<file path="config.mk">
export PLATFORM = sky130hd
export DESIGN_NAME = mrs_mode_regs
export DESIGN_NICKNAME = d
export VERILOG_FILES = /design/src/hw/mrs_pkg.sv /design/src/hw/mrs_lat_dec.sv /design/src/hw/mrs_burst_seq.sv /design/src/hw/mrs_mode_regs.sv
export VERILOG_INCLUDE_DIRS = /design/src /design/src/hw
export SDC_FILE = /design/constraint.sdc
export NUM_CORES = 1
export LEC_CHECK = 0
export BUFFER_PORTS_ARGS = -buffer_cell sky130_fd_sc_hd__buf_2
export CAP_MARGIN = 5
export CORE_ASPECT_RATIO = 1.5
export CORE_UTILIZATION = 57
export DETAILED_ROUTE_END_ITERATION = 10
export GPL_TIMING_DRIVEN = 0
export PLACE_DENSITY_LB_ADDON = 0.12
export REMOVE_ABC_BUFFERS = 1
export SLEW_MARGIN = 20
export SYNTH_ARGS = -nofsm -noshare
export SYNTH_HDL_FRONTEND = slang
export SYNTH_SLANG_ARGS = --single-unit
</file>
<file path="constraint.sdc">
create_clock -name clk_in -period 2.6 [get_ports clk_in]
set_input_delay 0 -clock clk_in [delete_from_list [all_inputs] [get_ports clk_in]]
set_output_delay 0 -clock clk_in [all_outputs]
set_load 0.03 [all_outputs]
</file>
<file path="src/hw/mrs_regs.svh">
`ifndef MRS_REGS_SVH
`define MRS_REGS_SVH

// ------------------------------------------------------------
// mode register indexes
// ------------------------------------------------------------
`define MRS_IDX_FEATURE1 8'h01
`define MRS_IDX_LATENCY 8'h02
`define MRS_IDX_DRIVE 8'h03
`define MRS_IDX_TEMP 8'h04
`define MRS_IDX_MAKER 8'h05

// ------------------------------------------------------------
// field positions
// ------------------------------------------------------------
`define MRS_TUF_BIT 7
`define MRS_RATE_HI 2
`define MRS_HOT_BIT 2
`define MRS_BL_LSB 0
`define MRS_BT_BIT 3
`define MRS_WC_BIT 4

// ------------------------------------------------------------
// reset values and codes
// ------------------------------------------------------------
`define MRS_LAT_RST 4'h1
`define MRS_DRV_RST 4'h2
`define MRS_BL_RST 3'h2
`define MRS_BL4 3'h2
`define MRS_BL8 3'h3
`define MRS_BL16 3'h4
`define MRS_RATE_RST 3'h3
`define MRS_RATE_COLD 3'h0
`define MRS_RATE_RSVD 3'h4
`define MRS_RATE_HOT 3'h7
// arbitrary neutral maker code
`define MRS_MAKER_ID 8'h5a

`endif

</file>
<file path="src/hw/mrs_pkg.sv">
package mrs_pkg;

  // mode register command from the command/address decoder
  typedef struct packed {
    logic wr;
    logic rd;
    logic [7:0] mode_reg_index;
    logic [7:0] opcode_bits;
  } mrs_cmd_t;

  // burst request from the column decoder
  typedef struct packed {
    logic start;
    logic [9:0] col;
  } mrs_burst_t;

  // decoded latencies
  typedef struct packed {
    logic [3:0] read_latency;
    logic [2:0] write_latency;
    logic valid;
  } mrs_lat_t;

  typedef enum logic [2:0] {
    MRS_IDLE = 3'b001,
    MRS_RUN = 3'b010,
    MRS_BAD = 3'b100
  } mrs_burst_st_t;

endpackage

</file>
<file path="src/hw/mrs_lat_dec.sv">
`timescale 1ns/1ps
`default_nettype none
`include "mrs_regs.svh"

// ------------------------------------------------------------
// latency and drive strength code decoder
// ------------------------------------------------------------
module mrs_lat_dec (
  input wire logic [3:0] lat_code_in,
  input wire logic [3:0] drv_code_in,
  output var mrs_pkg::mrs_lat_t lat_out,
  output logic [6:0] drive_ohm_out,
  output logic drive_valid_out
);

  // read/write latency table, reserved codes flagged invalid
  always_comb begin
    lat_out = '0;
    case (lat_code_in)
      4'h1: lat_out = '{4'h3, 3'h1, 1'b1};
      4'h2: lat_out = '{4'h4, 3'h2, 1'b1};
      4'h3: lat_out = '{4'h5, 3'h2, 1'b1};
      4'h4: lat_out = '{4'h6, 3'h3, 1'b1};
      4'h5: lat_out = '{4'h7, 3'h4, 1'b1};
      4'h6: lat_out = '{4'h8, 3'h4, 1'b1};
      default: lat_out = '0;
    endcase
  end

  // drive strength in whole ohms (34.3 reported as 34)
  always_comb begin
    drive_ohm_out = 7'h00;
    drive_valid_out = 1'b1;
    case (drv_code_in)
      4'h1: drive_ohm_out = 7'h22;
      4'h2: drive_ohm_out = 7'h28;
      4'h3: drive_ohm_out = 7'h30;
      4'h4: drive_ohm_out = 7'h3c;
      4'h6: drive_ohm_out = 7'h50;
      4'h7: drive_ohm_out = 7'h78;
      default: drive_valid_out = 1'b0;
    endcase
  end

endmodule // mrs_lat_dec
`default_nettype wire

</file>
<file path="src/hw/mrs_burst_seq.sv">
`timescale 1ns/1ps
`default_nettype none
`include "mrs_regs.svh"

// ------------------------------------------------------------
// burst column sequencer
// ------------------------------------------------------------
module mrs_burst_seq (
  input wire logic clk_in,
  input wire logic rst_b_in,
  input wire mrs_pkg::mrs_burst_t burst_in,
  input wire logic [2:0] burst_length_in,
  input wire logic burst_order_in,
  input wire logic wrap_select_in,
  output logic [9:0] col_out,
  output logic col_valid_out,
  output logic illegal_out
);

  logic [9:0] base_r;
  logic [3:0] offs_r;
  logic [3:0] cnt_r;
  logic [3:0] mask_r;
  logic nowrap_r;
  logic order_r;
  mrs_pkg::mrs_burst_st_t st_r;
  logic [3:0] len_mask;
  logic legal;

  // length mask selects 2, 3 or 4 wrapping bits
  always_comb begin
    len_mask = 4'h3;
    legal = 1'b1;
    case (burst_length_in)
      `MRS_BL4: len_mask = 4'h3;
      `MRS_BL8: begin
        len_mask = 4'h7;
        legal = !wrap_select_in;
      end
      `MRS_BL16: begin
        len_mask = 4'hf;
        legal = !wrap_select_in && !burst_order_in;
      end
      default: legal = 1'b0;
    endcase
  end

  // state and counters
  always_ff @(posedge clk_in or negedge rst_b_in) begin
    if (!rst_b_in) begin
      st_r <= mrs_pkg::MRS_IDLE;
      base_r <= 10'h000;
      offs_r <= 4'h0;
      cnt_r <= 4'h0;
      mask_r <= 4'h3;
      nowrap_r <= 1'b0;
      order_r <= 1'b0;
    end else begin
      case (st_r)
        mrs_pkg::MRS_IDLE, mrs_pkg::MRS_RUN: begin
          if (burst_in.start) begin
            base_r <= {burst_in.col[9:1], 1'b0};
            offs_r <= {burst_in.col[3:1], 1'b0} & len_mask;
            cnt_r <= 4'h0;
            mask_r <= len_mask;
            nowrap_r <= wrap_select_in;
            order_r <= burst_order_in;
            st_r <= legal ? mrs_pkg::MRS_RUN : mrs_pkg::MRS_BAD;
          end else if (st_r == mrs_pkg::MRS_RUN) begin
            cnt_r <= cnt_r + 4'h1;
            if (cnt_r == mask_r) begin
              st_r <= mrs_pkg::MRS_IDLE;
            end
          end
        end
        mrs_pkg::MRS_BAD: st_r <= mrs_pkg::MRS_IDLE;
        default: st_r <= mrs_pkg::MRS_IDLE;
      endcase
    end
  end

  // column of the current beat
  logic [3:0] seq_lo;
  logic [3:0] int_lo;
  always_comb begin
    seq_lo = (offs_r + cnt_r) & mask_r;
    int_lo = (offs_r ^ cnt_r) & mask_r;
    col_out = base_r;
    if (nowrap_r) begin
      col_out = base_r + {6'h00, cnt_r}; // no-wrap walks linearly
    end else begin
      col_out = (base_r & ~{6'h00, mask_r}) |
                {6'h00, (order_r ? int_lo : seq_lo)};
    end
  end

  assign col_valid_out = (st_r == mrs_pkg::MRS_RUN);
  assign illegal_out = (st_r == mrs_pkg::MRS_BAD);

endmodule // mrs_burst_seq
`default_nettype wire

</file>
<file path="src/hw/mrs_mode_regs.sv">
`timescale 1ns/1ps
`default_nettype none
`include "mrs_regs.svh"


// ------------------------------------------------------------
// mode register bank
// ------------------------------------------------------------
module mrs_mode_regs (
  input wire logic clk_in,
  input wire logic rst_b_in,
  input wire mrs_pkg::mrs_cmd_t cmd_in,
  input wire mrs_pkg::mrs_burst_t burst_in,
  input wire logic [2:0] sensor_rate_in,
  output logic [7:0] rd_data_out,
  output logic rd_valid_out,
  output logic [9:0] col_out,
  output logic col_valid_out,
  output logic burst_illegal_out,
  output logic [3:0] read_latency_out,
  output logic [2:0] write_latency_out,
  output logic latency_valid_out,
  output logic [6:0] drive_strength_out,
  output logic drive_valid_out,
  output logic derate_out,
  output logic over_85c_out,
  output logic temp_limit_out
);

  // ----------------------------------------------------------
  // register storage
  // ----------------------------------------------------------
  logic [3:0] latency_select_r;
  logic [3:0] drive_strength_r;
  logic [2:0] burst_length_r;
  logic burst_order_r;
  logic wrap_select_r;
  logic [2:0] rate_meta_r;
  logic [2:0] rate_sync_r;
  logic [2:0] rate_r;
  logic temp_update_flag_r;
  logic temp_update_flag_nxt;
  logic [7:0] rd_data_nxt;
  mrs_pkg::mrs_lat_t lat;
  logic [6:0] drv_ohm;
  logic drv_ok;

  // index match helper
  function automatic logic hit(input logic [7:0] idx, input logic [7:0] ref_idx);
    hit = (idx == ref_idx);
  endfunction

  // writes to write-only registers; reserved upper bits dropped
  always_ff @(posedge clk_in or negedge rst_b_in) begin
    if (!rst_b_in) begin
      latency_select_r <= `MRS_LAT_RST;
      drive_strength_r <= `MRS_DRV_RST;
    end else if (cmd_in.wr) begin
      if (hit(cmd_in.mode_reg_index, `MRS_IDX_LATENCY)) begin
        latency_select_r <= cmd_in.opcode_bits[3:0];
      end
      if (hit(cmd_in.mode_reg_index, `MRS_IDX_DRIVE)) begin
        drive_strength_r <= cmd_in.opcode_bits[3:0];
      end
    end
  end

  // feature-1 burst controls
  always_ff @(posedge clk_in or negedge rst_b_in) begin
    if (!rst_b_in) begin
      burst_length_r <= `MRS_BL_RST;
      burst_order_r <= 1'b0;
      wrap_select_r <= 1'b0;
    end else if (cmd_in.wr && hit(cmd_in.mode_reg_index, `MRS_IDX_FEATURE1)) begin
      burst_length_r <= cmd_in.opcode_bits[`MRS_BL_LSB +: 3];
      burst_order_r <= cmd_in.opcode_bits[`MRS_BT_BIT];
      wrap_select_r <= cmd_in.opcode_bits[`MRS_WC_BIT];
    end
  end

  // sensor rate code synchroniser, then registered value
  always_ff @(posedge clk_in or negedge rst_b_in) begin
    if (!rst_b_in) begin
      rate_meta_r <= `MRS_RATE_RST;
      rate_sync_r <= `MRS_RATE_RST;
      rate_r <= `MRS_RATE_RST;
    end else begin
      rate_meta_r <= sensor_rate_in;
      rate_sync_r <= rate_meta_r;
      // reserved sensor code is not reported
      if (rate_sync_r != `MRS_RATE_RSVD) begin
        rate_r <= rate_sync_r;
      end
    end
  end

  // update flag: change sets, read clears, set wins
  logic rate_change;
  logic temp_read;
  always_comb begin
    rate_change = (rate_sync_r != rate_r) && (rate_sync_r != `MRS_RATE_RSVD);
    temp_read = cmd_in.rd && hit(cmd_in.mode_reg_index, `MRS_IDX_TEMP);
    temp_update_flag_nxt = temp_update_flag_r;
    if (temp_read) begin
      temp_update_flag_nxt = 1'b0;
    end
    if (rate_change) begin
      temp_update_flag_nxt = 1'b1;
    end
  end

  always_ff @(posedge clk_in or negedge rst_b_in) begin
    if (!rst_b_in) begin
      temp_update_flag_r <= 1'b0;
    end else begin
      temp_update_flag_r <= temp_update_flag_nxt;
    end
  end

  // ----------------------------------------------------------
  // read path
  // ----------------------------------------------------------
  always_comb begin
    rd_data_nxt = 8'h00;
    if (hit(cmd_in.mode_reg_index, `MRS_IDX_TEMP)) begin
      rd_data_nxt = {temp_update_flag_r, 4'h0, rate_r};
    end else if (hit(cmd_in.mode_reg_index, `MRS_IDX_MAKER)) begin
      rd_data_nxt = `MRS_MAKER_ID;
    end
  end

  // read data registered one cycle after the read command
  always_ff @(posedge clk_in or negedge rst_b_in) begin
    if (!rst_b_in) begin
      rd_data_out <= 8'h00;
      rd_valid_out <= 1'b0;
    end else begin
      rd_valid_out <= cmd_in.rd;
      if (cmd_in.rd) begin
        rd_data_out <= rd_data_nxt;
      end
    end
  end

  // ----------------------------------------------------------
  // decoders and status outputs
  // ----------------------------------------------------------
  mrs_lat_dec u_lat_dec (
    .lat_code_in(latency_select_r),
    .drv_code_in(drive_strength_r),
    .lat_out(lat),
    .drive_ohm_out(drv_ohm),
    .drive_valid_out(drv_ok)
  );

  // decoded settings held in flops
  always_ff @(posedge clk_in or negedge rst_b_in) begin
    if (!rst_b_in) begin
      read_latency_out <= 4'h3;
      write_latency_out <= 3'h1;
      latency_valid_out <= 1'b1;
      drive_strength_out <= 7'h28;
      drive_valid_out <= 1'b1;
      derate_out <= 1'b0;
      over_85c_out <= 1'b0;
      temp_limit_out <= 1'b0;
    end else begin
      read_latency_out <= lat.read_latency;
      write_latency_out <= lat.write_latency;
      latency_valid_out <= lat.valid;
      drive_strength_out <= drv_ohm;
      drive_valid_out <= drv_ok;
      derate_out <= (rate_r == 3'h6);
      over_85c_out <= rate_r[`MRS_HOT_BIT];
      temp_limit_out <= (rate_r == `MRS_RATE_COLD) ||
                        (rate_r == `MRS_RATE_HOT);
    end
  end

  // burst column sequencer
  mrs_burst_seq u_burst (
    .clk_in(clk_in),
    .rst_b_in(rst_b_in),
    .burst_in(burst_in),
    .burst_length_in(burst_length_r),
    .burst_order_in(burst_order_r),
    .wrap_select_in(wrap_select_r),
    .col_out(col_out),
    .col_valid_out(col_valid_out),
    .illegal_out(burst_illegal_out)
  );

endmodule // mrs_mode_regs
`default_nettype wire

</file>
---- Word level (Yosys, flattened, before mapping) ----
Index checks and enable logic that the tools add are counted.
word-level totals
  register bits ........................... 77
  input bits .............................. 34
  output and inout port bits .............. 40
operators by class
  add/sub/neg operators ................... 3
  equality and inequality tests ........... 30
  mux-type cells .......................... 18
  bitwise gates (word level) .............. 7
  reduce and logical (&&, ||, !) cells .... 17
operators by type and width
  kind                number
  $pmux 8 s6          1
  $pmux 7 s6          1
  $eq 4x3->1 const B  6
  $eq 4x2->1 const B  4
  $eq 8x2->1 const B  2
  $eq 8x3->1 const B  2
  $mux 3              5
  $and 4x4->4         3
  $eq 3x3->1 const B  4
  $mux 4              3
  $add 10x4->10       1
  $and 10x10->10      1
  $mux 10             1
  $not 4->10          1
  $or 10x4->10        1
  $reduce_and 2->1    5
  $eq 3x2->1 const B  3
  $eq 4x1->1 const B  2
  $eq 8x1->1 const B  1
  $mux 8              1
  $pmux 4 s2          1
  $mux 7              1
  $ne 3x3->1 const B  2
  $reduce_or 6->1     1
  15 further kinds    22

---- Depth between registers and ports, before layout ----
Gate-level depths: netlist of the first run.
  depth in word-level cells ............... 6
  mapped depth ............................ 6
  mapped depth without buffers ............ 5

---- By module ----
From an unflattened synthesis of the first run, not the netlist that was laid out.
second synthesis, totals
  cell total of the unflattened synthesis .. 268
  area, all modules ....................... 3286.9 µm²
by module, submodules not included
  module         times used  cells an instance  area an instance (µm²)  sequential area each (µm²)
  mrs_mode_regs  1           110                1685.4                  1221.2
  mrs_burst_seq  1           119                1353.8                  551.8
  mrs_lat_dec    1           39                 247.7                   0.0

---- Least setup slack after synthesis of the first run ----
Ideal clock, no wire load.
  kind .................................... reg-to-output
  start point ............................. register u_burst.cnt_r[2]
  end point ............................... output port col_out[9]
  arrival time ............................ 1.745 ns
  data required time ...................... 2.600 ns
  setup slack ............................. 0.855 ns
  stages on the path, launching flop included .. 6
  buffers on the path ..................... 0
  cell sequence ........................... dfrtp_1 ha_1 a21o_1 a21oi_1 nor3b_1 xor2_1
on the way
  cells in the longest elaborated chain, start to end .. 2
ends and longest elaborated chain
  element                   line                 text
  start: declaration        mrs_burst_seq.sv:22  logic [3:0] cnt_r;
  start signal: assignment  mrs_burst_seq.sv:70  cnt_r <= cnt_r + 4'h1;
  $add 10x4->10             mrs_burst_seq.sv:90  col_out = base_r + {6'h00, cnt_r};
  $mux 10                   mrs_burst_seq.sv:89  if (nowrap_r) begin
  end: declaration          mrs_mode_regs.sv:17  output logic [9:0] col_out,
Every way passes these cells.

---- Worst setup path after layout of the first run ----
Same ends and word-level chain as after synthesis.

==> load_flow_metrics.sql, run 1 <==
INSERT INTO impl_metrics (metric_group, metric, value, unit) VALUES
('outcome', 'status', 'complete, no violations', ''),
('setup_path', 'crit_type', 'register to output port', ''),
('synth', 'synthesis.area', '0.00314', 'mm²'),
('global_route', 'via_count_of_the_first_global_routing_pass', '2376', ''),
('setup_path', 'crit_path_start_kind', 'register', ''),
('sta', 'final_period_utilization', '79.6', '%'),
('setup_path', 'crit_arrival', '2070', 'ps'),
('route', 'drt-wirelength-per-cell', '13.7', 'µm'),
('clock_tree', 'tritoncts.num_buffers', '9', ''),
('power_and_ir_drop', 'report.power.total', '2.66', 'mW'),
('clock_tree', 'cts_sinks', '69', ''),
('clock_tree', 'post-cts-setup-buffers', '0', ''),
('synth', 'synth-edff-count', '0', ''),
('synth', 'synth_top_area_share', '41.5', '%'),
('floorplan', 'chipWidth', '62.6', 'µm'),
('placement', 'dpl.cell_count', '409', ''),
('sta', 'fin_setup_tns', '0', 'ps'),
('route', 'route.antenna.remaining_nets', '0', ''),
('clock_tree', 'clock_latency_on_the_worst_skew_pair', '350', 'ps'),
('synth', 'yosys_register_bits', '69', ''),
('finish', 'areaGrowthSynthToFinish', '26.1', '%'),
('route', 'wl', '6130', 'µm'),
('global_route', 'grt_first_pass_wirelength', '10500', 'µm'),
('clock_tree', 'clk_transition_reported_paths', '70', 'ps'),
('clock_tree', 'cts_tree', 'done', ''),
('finish', 'layout.cells.most_common', 'buf_2', ''),
('route', 'drt_iter0_drc', '120', ''),
('sta', 'skew', '10.0', 'ps'),
('finish', 'top_library_cells_by_usage_in_the_layout_fill_and_taps_aside', 'buf_2, dfrtp_1, nand2_1', ''),
('sta', 'finalSetupViolations', '0', ''),
('sta', 'rsz0062_at_grt', 'false', ''),
('floorplan', 'fp-row-count', '32', ''),
('power_and_ir_drop', 'power_density', '673', 'mW/mm²'),
('finish', 'drive_gt1_share', '28.9', '%'),
('global_route', 'grt_antenna_before_repair', '0', ''),
('floorplan', 'num_io_pins', '74', ''),
('setup_path', 'worst-endpoint-required', '2600', 'ps'),
('finish', 'fin_nets', '416', ''),
('clock_tree', 'htree_num_levels', '3', ''),
('clock_tree', 'clockBufferDepth', '2', ''),
('route', 'drt_first_pass_iters', '4', ''),
('route', 'detail_route.drc_violations', '0', ''),
('route', 'routed_via_density', '5.25', ''),
('sta', 'min_period', '2070', 'ps'),
('placement', 'port_buffers', '67', ''),
('synth', 'synth.area.top_cells', 'dfrtp_1, dfstp_2, nand2_1', ''),
('setup_path', 'ff2ff_path_depth', '3', ''),
('setup_path', 'crit_end_category', 'output port', ''),
('sta', 'fin_hold_ws', '55.8', 'ps'),
('floorplan', 'fp.dieH', '92.9', 'µm'),
('setup_path', 'critPathMaxFanout', '6', ''),
('job', 'max-cap-violations', '0', ''),
('floorplan', 'dieArea', '0.00581', 'mm²'),
('finish', 'layout.cells.non_filler', '449', ''),
('synth', 'post-synth-top-area-cell', 'dfrtp_1', ''),
('clock_tree', 'clk_root_buffer_cell', 'clkbuf_8', ''),
('floorplan', 'start_util', '60.3', '%'),
('global_route', 'global_route.overflow_total', '0', ''),
('synth', 'syn_avg_cell_area', '10.9', 'µm²'),
('placement', 'post-dp-hpwl', '4190', 'µm'),
('global_route', 'gr-usage-all-layers', '23.7', '%'),
('synth', 'synth-async-reset-ratio', '100', '%'),
('sta', 'slew-limit-headroom', '37.2', '%'),
('sta', 'timing_worst_slew_pin_value', '938', 'ps'),
('power_and_ir_drop', 'total_leakage_power', '2.00', 'nW'),
('synth', 'synth_seq_area_share', '55.7', '%'),
('sta', 'maxClockFrequency', '0.483', 'GHz'),
('worst_hold_path', 'hold_path_depth', '4', ''),
('sta', 'final_max_slew_viol_count', '0', ''),
('synth', 'postSynth.topFlopCell', 'dfrtp_1', ''),
('floorplan', 'core_region_area', '0.00520', 'mm²'),
('worst_hold_path', 'worstHoldPathType', 'input pin to register', ''),
('placement', 'place_congestion', '0.798', ''),
('sta', 'timing_hold_violations_final', '0', ''),
('synth', 'cells_after_synthesis', '289', ''),
('route', 'dr_total_vias', '2358', ''),
('synth', 'synth.yosys.warnings', '0', ''),
('finish', 'antenna_cells', '0', ''),
('global_route', 'grt_max_degree', '36', ''),
('synth', 'synthDistinctLibCells', '51', ''),
('power_and_ir_drop', 'ir_drop', '566', 'µV');
==> synthesized netlist by cell type (all sizes together) (2+ instances only) <==
cell type	n
a211oi	2
buf	8
xor2	8
nor4	2
mux2	13
inv	6
or3	2
and3	3
nor3	6
a21o	5
nand3	7
xnor2	9
nand2	46
nand4bb	3
a22o	4
o21ai	10
nor2	19
nand2b	6
a21oi	11
or3b	2
o22ai	2
nor2b	6
dfrtp	52
o2bb2ai	2
clkbuf	9
nor3b	7
ha	6
nor4b	2
dfstp	17
==> worst paths after layout <==
check                                             start                            end  slack, ps
hold / removal                               cmd_in[11]     rd_data_out[6]$_DFFE_PN0P_         60
max in group asynchronous                      rst_b_in          rate_r[0]$_DFFE_PN1P_       1870
setup reg to reg            u_burst.st_r[0]$_DFFE_PN1P_  u_burst.offs_r[2]$_DFFE_PN0P_        730
min in group asynchronous                      rst_b_in   u_burst.cnt_r[0]$_DFFE_PN0P_        140
setup / recovery           u_burst.cnt_r[2]$_DFFE_PN0P_                     col_out[9]        530
hold reg to reg                rate_meta_r[1]$_DFF_PN1_       rate_sync_r[1]$_DFF_PN1_        360
==> critical path: stages (launching register included) <==
cell and delay, ps:
dfrtp_1 460, ha_1 360, a21o_1 160, a21oi_1 100
nor3b_1 270, xor2_1 160, buf_2 210
==> flip-flops by register name, indices dropped and copies added (netlist names), 4 cells and up <==
signal	count
u_burst.base_r	9
drive_strength_r	4
latency_select_r	4
read_latency_out	4
u_burst.cnt_r	4
rd_data_out	5
drive_strength_out	6
==> metal layers <==
metal / track usage, % / wire length, µm / vias up
met5: 0 / 0 / -
met2: 42.4 / 3300 / 56
li1: - / - / 1159
met4: 11.6 / 97 / 0
met3: 6.16 / 216 / 11
met1: 25.6 / 2520 / 1132
==> cell families after synthesis <==
| kind of cell | count (synthesis) | share of synthesized area [%] |
|---|---|---|
| fa+ha+maj | 6 | 2.39 |
| xor+xnor | 17 | 4.74 |
| mux | 14 | 4.98 |
| simple gates | 115 | 18.9 |
| flops | 69 | 55.7 |
| buf+inv | 23 | 3.67 |
| compound gates | 44 | 9.49 |
| other cells | 1 | 0.119 |
==> final cells by class <==
cell class | count | area (µm²)
inverter | 6 | 22.5
fill | 363 | 1250
tap | 68 | 85.1
clock buffer | 11 | 141
clock inverter | 5 | 83.8
timing repair buffer | 92 | 598
multi-input combinational | 198 | 1280
sequential | 69 | 1750
==> where the power goes <==
part	switching [mW]	internal [mW]	leakage [nW]
sequential	0.0798	1.17	0.866
clock	0.404	0.570	0.106
combinational	0.270	0.169	1.02
==> per-stage QoR <==
step / utilization [%] / worst slack (ps) / area [µm²]
2_1_floorplan: - / 855 / 3050
3_3_place_gp: 66.7 / 737 / 3470
3_5_place_dp: 67.1 / 725 / 3490
4_1_cts: 76.1 / 501 / 3960
5_1_grt: 76.1 / 341 / 3960
6_report: 76.1 / 531 / 3960
==> repair_timing <==
action	in CTS	in global routing
setup endpoints to repair	0	0
gates resized for setup	0	0
endpoints found under the hold margin	96	0
hold buffers	24	0
(Power assumes the default switching activity.)
==> run 2, diff against run 1 <==
--- a/config.mk
+++ b/config.mk
@@ -6,10 +6,11 @@
 export SDC_FILE = /design/constraint.sdc
 export NUM_CORES = 1
 export LEC_CHECK = 0
+export ABC_AREA = 1
 export BUFFER_PORTS_ARGS = -buffer_cell sky130_fd_sc_hd__buf_2
 export CAP_MARGIN = 5
 export CORE_ASPECT_RATIO = 1.5
-export CORE_UTILIZATION = 57
+export CORE_UTILIZATION = 48
 export DETAILED_ROUTE_END_ITERATION = 10
 export GPL_TIMING_DRIVEN = 0
 export PLACE_DENSITY_LB_ADDON = 0.12
==> constraint.sdc (replaced) <==
create_clock -name clk_in -period 1.7 [get_ports clk_in]
set_input_delay 0 -clock clk_in [delete_from_list [all_inputs] [get_ports clk_in]]
set_output_delay 0 -clock clk_in [all_outputs]
set_load 0.03 [all_outputs]
==> run 2 against run 1 <==
The flow now finishes with violations (negative setup slack). Synthesized cell count is 28% higher. Via count is 13% higher. Die area grew 21%. Routed wire length rose by 6.1%. Critical path depth increased by 2. Cell area is 4.6% higher. Combinational power rose to 3.3 times the previous value. First-iteration DRC count is 21% lower. Count of clock-buffer cells in the layout increased by 1. Highest routed layer unchanged.
==> load_flow_metrics.sql, run 2 <==
INSERT INTO impl_metrics (metric_group, metric, value, unit) VALUES
('sta', 'min_period', '1760', 'ps'),
('finish', 'layout_top_registers', 'u_burst.base_r (9), drive_strength_out (6), rd_data_out (5)', ''),
('power_and_ir_drop', 'seq_power_share', '43.9', '%'),
('synth', 'synth.area.top_cells', 'dfrtp_1, dfstp_2, nand2_1', ''),
('synth', 'synth_top_area_share', '40.6', '%'),
('power_and_ir_drop', 'ir_drop', '609', 'µV'),
('setup_path', 'worst-endpoint-required', '1700', 'ps'),
('power_and_ir_drop', 'switching_share', '36.4', '%'),
('synth', 'synthDistinctLibCells', '25', ''),
('finish', 'largest_register_ff_count', '9', ''),
('global_route', 'grt_first_pass_wirelength', '10500', 'µm'),
('floorplan', 'fp.dieH', '102', 'µm'),
('synth', 'synthMostInstantiatedCell', 'nand2_1', ''),
('placement', 'place_worst_setup_slack', '-122', 'ps'),
('sta', 'timing_hold_violations_final', '0', ''),
('global_route', 'gr-usage-all-layers', '20.6', '%'),
('sta', 'skew', '6.68', 'ps'),
('route', 'routed_via_density', '4.86', ''),
('power_and_ir_drop', 'share_comb_of_total_power', '31.8', '%'),
('floorplan', 'core_region_area', '0.00649', 'mm²'),
('finish', 'areaGrowthSynthToFinish', '29.1', '%'),
('finish', 'regMostFlops', 'u_burst.base_r', ''),
('clock_tree', 'clockBufferDepth', '2', ''),
('sta', 'final_period_utilization', '104', '%'),
('sta', 'rsz0062_at_grt', 'true', ''),
('route', 'drt_iter0_drc', '95', ''),
('clock_tree', 'clk_root_buffer_cell', 'clkbuf_8', ''),
('sta', 'fin_hold_ws', '12.8', 'ps'),
('clock_tree', 'clock_latency_on_the_worst_skew_pair', '340', 'ps'),
('route', 'detail_route.drc_violations', '0', ''),
('worst_hold_path', 'worstHoldEndpoint', 'rd_data_out[1]$_DFFE_PN0P_', ''),
('worst_hold_path', 'hold_path_depth', '4', ''),
('floorplan', 'fp-row-count', '36', ''),
('placement', 'port_buffers', '67', ''),
('global_route', 'groute.layer.met3.usage', '5.25', '%'),
('setup_path', 'rr_startpoint', 'u_burst.st_r[0]$_DFFE_PN1P_', ''),
('route', 'route.antenna.remaining_nets', '0', ''),
('setup_path', 'ff2ff_path_depth', '7', ''),
('outcome', 'status', 'finished with violations', ''),
('sta', 'finalSetupViolations', '4', ''),
('floorplan', 'num_io_pins', '74', ''),
('clock_tree', 'tritoncts.num_buffers', '9', ''),
('power_and_ir_drop', 'total_leakage_power', '2.18', 'nW'),
('synth', 'synthesis.area', '0.00321', 'mm²'),
('route', 'dr_total_vias', '2673', ''),
('finish', 'drive_gt1_share', '28.1', '%'),
('floorplan', 'dieArea', '0.00702', 'mm²'),
('setup_path', 'crit_type', 'register to output port', ''),
('floorplan', 'chipWidth', '68.8', 'µm'),
('clock_tree', 'clk_transition_reported_paths', '70', 'ps'),
('setup_path', 'cp.buffers_inverters', '1', ''),
('synth', 'yosys-top-cells-count', 'nand2_1, dfrtp_1, inv_1, nand3_1, o21ai_0', ''),
('setup_path', 'crit_end_category', 'output port', ''),
('synth', 'synth-async-reset-ratio', '100', '%'),
('setup_path', 'crit_path_start_kind', 'register', ''),
('setup_path', 'cp_slowest_stage_delay', '450', 'ps'),
('clock_tree', 'cts_tree', 'done', ''),
('setup_path', 'critPathTopFamily', 'flip-flops', ''),
('power_and_ir_drop', 'power_density', '1110', 'mW/mm²'),
('power_and_ir_drop', 'p_clk_share', '24.2', '%'),
('finish', 'antenna_cells', '0', ''),
('finish', 'layout.cells.most_common', 'nand2_1', ''),
('global_route', 'grt_max_degree', '42', ''),
('finish', 'fin_nets', '509', ''),
('setup_path', 'timing.rr.end', 'u_burst.base_r[4]$_DFFE_PN0P_', ''),
('setup_path', 'crit_path_cell_trace', 'ha_4 -> nand2_2 -> nand2_2 -> nand2_2 -> nand2_4 -> nand2_2 -> xor2_1 -> buf_4', ''),
('global_route', 'use_met2', '36.0', '%'),
('setup_path', 'critPathMaxFanout', '5', ''),
('route', 'wl', '6510', 'µm'),
('clock_tree', 'cts_sinks', '69', ''),
('power_and_ir_drop', 'switching_power', '1.68', 'mW'),
('synth', 'syn_avg_cell_area', '8.69', 'µm²'),
('synth', 'synth-edff-count', '0', ''),
('setup_path', 'slowest_stage', 'dfrtp_2', ''),
('worst_hold_path', 'hold_path_startpoint', 'cmd_in[9]', ''),
('synth', 'cells_after_synthesis', '369', ''),
('global_route', 'via_count_of_the_first_global_routing_pass', '2477', ''),
('synth', 'synth_seq_area_share', '54.5', '%'),
('route', 'drt-wirelength-per-cell', '11.8', 'µm'),
('synth', 'post-synth-top-area-cell', 'dfrtp_1', ''),
('floorplan', 'start_util', '49.5', '%'),
('global_route', 'gr-max-usage-layer', 'met2', ''),
('worst_hold_path', 'worstHoldPathType', 'input pin to register', ''),
('global_route', 'met1_usage', '22.8', '%'),
('synth', 'yosys_register_bits', '69', ''),
('global_route', 'global_route.overflow_total', '0', ''),
('placement', 'place_congestion', '0.770', ''),
('clock_tree', 'htree_num_levels', '3', ''),
('job', 'max-cap-violations', '0', ''),
('synth', 'synth.yosys.warnings', '0', ''),
('synth', 'postSynth.topFlopCell', 'dfrtp_1', ''),
('outcome', 'violations_in_the_final_reports', 'negative setup slack', ''),
('placement', 'post-dp-hpwl', '4470', 'µm'),
('setup_path', 'ff2ff_setup_slack', '150', 'ps'),
('sta', 'final_max_slew_viol_count', '0', ''),
('sta', 'maxClockFrequency', '0.568', 'GHz'),
('finish', 'top_library_cells_by_usage_in_the_layout_fill_and_taps_aside', 'nand2_1, buf_2, dfrtp_1', ''),
('route', 'drt_first_pass_iters', '4', ''),
('setup_path', 'crit_arrival', '1760', 'ps'),
('power_and_ir_drop', 'cellInternalPower', '2.93', 'mW'),
('sta', 'worst_slack', '-61.6', 'ps'),
('setup_path', 'cp_common_cell', 'nand2_2', ''),
('global_route', 'grt_antenna_before_repair', '0', '');
## run 2: cell count changes in the layout (fill, tap and decap cells not counted), sizes merged, moves of 4 or more
cell	delta
inv	+42
mux2	-13
xnor2	-6
nor2b	-6
nand3	+25
buf	+4
a21o	-5
o21ai	+28
nor3b	-7
nand2	+66
nor2	+7
nand2b	-6
a22o	-4
## run 2: layout make-up
| class | count | area (µm²) |
|---|---|---|
| fill | 569 | 2350 |
| timing repair buffer | 95 | 657 |
| sequential | 69 | 1750 |
| multi-input combinational | 245 | 1290 |
| clock buffer | 12 | 135 |
| tap | 76 | 95.1 |
| inverter | 49 | 184 |
| clock inverter | 4 | 25.0 |
## run 2: cells by family after synthesis
family                     Yosys count  share of synthesized area, %
and+or+nand+nor                    179                          24.3
other                                1                         0.117
DFF                                 69                          54.5
adders and majority gates            6                          2.34
buffers and inverters               57                          7.88
xor gates and xnor gates             8                          2.18
AOI/OAI and AO/OA                   49                          8.70
## run 2: routing by layer
metal	part of all wire [%]	routed length, µm	up-vias
met1	41	2700	1248
met5	0	0	-
met2	53	3470	57
met3	3.7	244	7
li1	-	-	1361
met4	1.5	99	0
## run 2: power by group through the flow
| stage | combinational, mW | sequential (mW) | clock (mW) |
|---|---|---|---|
| finish | 1.47 | 2.02 | 1.12 |
| global placement | 1.21 | 2.03 | 0 |
| detailed placement | 1.24 | 2.04 | 0 |
| CTS | 1.44 | 2.02 | 1.15 |
| floorplan | 0.867 | 2.05 | 0 |
| global route | 1.62 | 2.05 | 1.23 |
## run 2: worst max-delay path by stage
stage	slack [ps]	startpoint	cells past startpoint	end
after floorplan	80	u_burst.cnt_r[2]$_DFFE_PN0P_	7	col_out[5]
after global placement	-110	u_burst.st_r[0]$_DFFE_PN1P_	7	u_burst.offs_r[2]$_DFFE_PN0P_
after detailed placement	-120	u_burst.st_r[0]$_DFFE_PN1P_	7	u_burst.base_r[4]$_DFFE_PN0P_
after CTS	-110	u_burst.cnt_r[2]$_DFFE_PN0P_	8	col_out[5]
after global routing	-180	u_burst.cnt_r[2]$_DFFE_PN0P_	8	col_out[5]
final	-60	u_burst.cnt_r[2]$_DFFE_PN0P_	8	col_out[5]
## run 2: tightest hold or removal path, cell delays in order
cell,delay (ps)
buf_2,100
nor3_1,70
nand3_1,80
nand3_1,60
## run 2: what timing repair did
action	in CTS	in global routing
endpoints found under the hold margin	94	0
cloned	1	0
pin swaps	1	8
gates resized for setup	20	11
setup buffers	2	2
hold buffers	23	0
endpoints found under the setup margin	13	12
## run 2: stage by stage
step	instance area, µm²	power, mW	utilization, %	std cells	TNS, ps
CTS	4090	4.61	63.1	548	-400
detailed placement	3600	3.28	55.4	506	-543
global route	4140	4.90	63.8	550	-924
global placement	3570	3.24	55.1	505	-460
finish	4140	4.61	63.8	550	-146
floorplan	3140	2.92	-	362	0
==> run 3, diff against run 2 <==
--- a/config.mk
+++ b/config.mk
@@ -7,11 +7,11 @@
 export NUM_CORES = 1
 export LEC_CHECK = 0
 export ABC_AREA = 1
-export BUFFER_PORTS_ARGS = -buffer_cell sky130_fd_sc_hd__buf_2
 export CAP_MARGIN = 5
-export CORE_ASPECT_RATIO = 1.5
-export CORE_UTILIZATION = 48
+export CORE_ASPECT_RATIO = 0.6
+export CORE_UTILIZATION = 57
 export DETAILED_ROUTE_END_ITERATION = 10
+export DONT_BUFFER_PORTS = 1
 export GPL_TIMING_DRIVEN = 0
 export PLACE_DENSITY_LB_ADDON = 0.12
 export REMOVE_ABC_BUFFERS = 1
==> run 3 against run 2 <==
Critical endpoint is now col_out[3]. Clock power is 13% higher. Register-to-register slack hardly changed. Routed wire length is 7.3% higher. Worst hold slack better by 13 ps. Count of clock-buffer cells in the layout is 3 lower. Critical path depth is 1 lower. Highest routed layer unchanged. The flow still finishes with violations (negative setup slack). Total power is 4.6% higher. Cell area is 3.2% lower. Worst setup slack worse by 29 ps. Flip-flop and latch count stayed put. Sequential share of layout area is 1.4 points higher.
==> load_flow_metrics.sql, run 3 (same netlist as run 2, synthesis figures left out) <==
INSERT INTO impl_metrics (metric_group, metric, value, unit) VALUES
('floorplan', 'num_io_pins', '74', ''),
('finish', 'regMostFlops', 'u_burst.base_r', ''),
('floorplan', 'start_util', '61.3', '%'),
('global_route', 'gr-usage-all-layers', '25.2', '%'),
('global_route', 'grt_max_degree', '70', ''),
('clock_tree', 'clock_latency_on_the_worst_skew_pair', '340', 'ps'),
('clock_tree', 'htree_num_levels', '3', ''),
('clock_tree', 'cts_tree', 'done', ''),
('setup_path', 'worst-endpoint-required', '1700', 'ps'),
('finish', 'areaGrowthSynthToFinish', '24.9', '%'),
('worst_hold_path', 'hold_path_startpoint', 'cmd_in[8]', ''),
('placement', 'place_congestion', '0.818', ''),
('route', 'dr_total_vias', '2527', ''),
('global_route', 'global_route.overflow_total', '0', ''),
('sta', 'worst_slack', '-90.8', 'ps'),
('setup_path', 'crit_arrival', '1790', 'ps'),
('placement', 'post-dp-hpwl', '4220', 'µm'),
('setup_path', 'slowest_stage', 'dfrtp_2', ''),
('placement', 'dpl.cell_count', '428', ''),
('power_and_ir_drop', 'power_density', '1200', 'mW/mm²'),
('setup_path', 'critical_path_depth', '7', ''),
('outcome', 'status', 'finished with violations', ''),
('sta', 'final_period_utilization', '105', '%'),
('route', 'detail_route.drc_violations', '0', ''),
('global_route', 'grt_antenna_before_repair', '0', ''),
('setup_path', 'cp_common_cell', 'nand2_2', ''),
('finish', 'fin_nets', '450', ''),
('power_and_ir_drop', 'report.power.total', '4.82', 'mW'),
('job', 'max-cap-violations', '0', ''),
('sta', 'fin_setup_tns', '-356', 'ps'),
('worst_hold_path', 'worstHoldPathType', 'input pin to register', ''),
('sta', 'skew', '11.3', 'ps'),
('setup_path', 'worstSetupStartpoint', 'u_burst.cnt_r[1]$_DFFE_PN0P_', ''),
('finish', 'multi_input_comb_area', '0.00144', 'mm²'),
('sta', 'finalSetupViolations', '7', ''),
('setup_path', 'cp_slowest_stage_delay', '450', 'ps'),
('finish', 'antenna_cells', '0', ''),
('setup_path', 'crit_path_start_kind', 'register', ''),
('setup_path', 'crit_end_category', 'output port', ''),
('setup_path', 'cp.buffers_inverters', '1', ''),
('setup_path', 'crit_type', 'register to output port', ''),
('finish', 'drive_gt1_share', '22.4', '%'),
('placement', 'place_worst_setup_slack', '-123', 'ps'),
('clock_tree', 'cts_sinks', '69', ''),
('route', 'drt_first_pass_iters', '4', ''),
('finish', 'register_area', '0.00175', 'mm²'),
('route', 'drt-wirelength-per-cell', '14.5', 'µm'),
('placement', 'port_buffers', '0', ''),
('sta', 'slew-limit-headroom', '38.3', '%'),
('route', 'routed_via_density', '5.25', ''),
('route', 'route.antenna.remaining_nets', '0', ''),
('sta', 'rsz0062_at_grt', 'true', ''),
('sta', 'maxClockFrequency', '0.558', 'GHz'),
('outcome', 'violations_in_the_final_reports', 'negative setup slack', ''),
('sta', 'timing_worst_slew_pin_value', '918', 'ps'),
('clock_tree', 'clk_root_buffer_cell', 'clkbuf_8', ''),
('floorplan', 'chipWidth', '98.9', 'µm'),
('setup_path', 'critPathTopFamily', 'flip-flops', ''),
('finish', 'largest_register_ff_count', '9', ''),
('sta', 'timing_hold_violations_final', '0', ''),
('finish', 'layout.cells.most_common', 'nand2_1', ''),
('power_and_ir_drop', 'total_leakage_power', '1.95', 'nW'),
('floorplan', 'fp.dieH', '60.1', 'µm'),
('worst_hold_path', 'hold_path_depth', '4', ''),
('finish', 'layout_top_registers', 'u_burst.base_r (9), drive_strength_out (6), rd_data_out (5)', ''),
('finish', 'layout.cells.non_filler', '481', ''),
('route', 'wl', '6990', 'µm'),
('finish', 'top_library_cells_by_usage_in_the_layout_fill_and_taps_aside', 'nand2_1, dfrtp_1, inv_1', ''),
('sta', 'final_max_slew_viol_count', '0', ''),
('finish', 'num-fill-cells', '351', ''),
('setup_path', 'rr_startpoint', 'u_burst.st_r[0]$_DFFE_PN1P_', ''),
('finish', 'final_core_area_utilization', '76.6', '%'),
('power_and_ir_drop', 'ir_drop', '1070', 'µV'),
('global_route', 'grt_first_pass_wirelength', '11000', 'µm'),
('global_route', 'via_count_of_the_first_global_routing_pass', '2334', ''),
('clock_tree', 'clockBufferDepth', '2', ''),
('setup_path', 'crit_path_cell_trace', 'ha_1 -> nand2_2 -> nand2_2 -> buf_4 -> a21oi_1 -> o21ai_1 -> nand2_4', ''),
('setup_path', 'ff2ff_path_depth', '6', ''),
('sta', 'min_period', '1790', 'ps'),
('setup_path', 'critPathMaxFanout', '3', ''),
('clock_tree', 'clk_transition_reported_paths', '80', 'ps'),
('clock_tree', 'tritoncts.num_buffers', '9', ''),
('floorplan', 'core_region_area', '0.00523', 'mm²'),
('floorplan', 'fp-row-count', '20', ''),
('route', 'drt_iter0_drc', '125', ''),
('floorplan', 'dieArea', '0.00594', 'mm²');
[run 3: layout make-up]
cell class	count	area share [%]
Tap cell	66	2.06
Timing Repair Buffer	36	8.93
Sequential cell	69	43.7
Multi-Input combinational cell	245	36.0
Clock inverter	7	1.65
Inverter	49	4.59
Clock buffer	9	3.09
[run 3: per-layer routing]
metal	GRT usage (%)	routed length [µm]	vias up
met5	0	0	-
met4	7.89	76	0
met3	8.19	460	7
met2	37.5	3020	79
met1	35.3	3420	1199
li1	-	-	1242
[run 3: stage by stage]
stage / hold WS, ps / cell area, µm²
after floorplan: -296 / 3140
after detailed placement: -294 / 3230
after global placement: -294 / 3230
final: 25.5 / 4010
after CTS: 14.9 / 3900
after global routing: 40.2 / 4010
[run 3: power breakdown]
| part | total [mW] | internal [mW] | switching, mW |
|---|---|---|---|
| combinational | 1.44 | 0.441 | 1.00 |
| sequential | 2.11 | 1.88 | 0.230 |
| clock | 1.27 | 0.668 | 0.602 |
[run 3: final timing paths]
path | slack (ps) | endpoint
max | -90 | col_out[3]
min | 30 | rd_data_out[6]$_DFFE_PN0P_
max reg2reg | 150 | u_burst.base_r[5]$_DFFE_PN0P_
min reg2reg | 350 | rate_sync_r[2]$_DFF_PN0_
min in group asynchronous | 210 | u_burst.cnt_r[2]$_DFFE_PN0P_
max in group asynchronous | 1150 | burst_length_r[1]$_DFFE_PN1P_
[run 3: worst reg2reg max path: stages (launching register included)]
cell and delay (ps):
dfstp_2 550, nand2_1 70, nand2_1 90, nand2_2 120, nor2_4 430, nand2_1 110, o21ai_0 100
[run 3: what timing repair did]
action | CTS | global route
gates cloned | 1 | 0
setup endpoints to repair | 13 | 13
setup buffers | 4 | 7
hold buffers | 25 | 0
endpoints found under the hold margin | 109 | 0
resized for setup | 32 | 17
pin swaps | 5 | 13
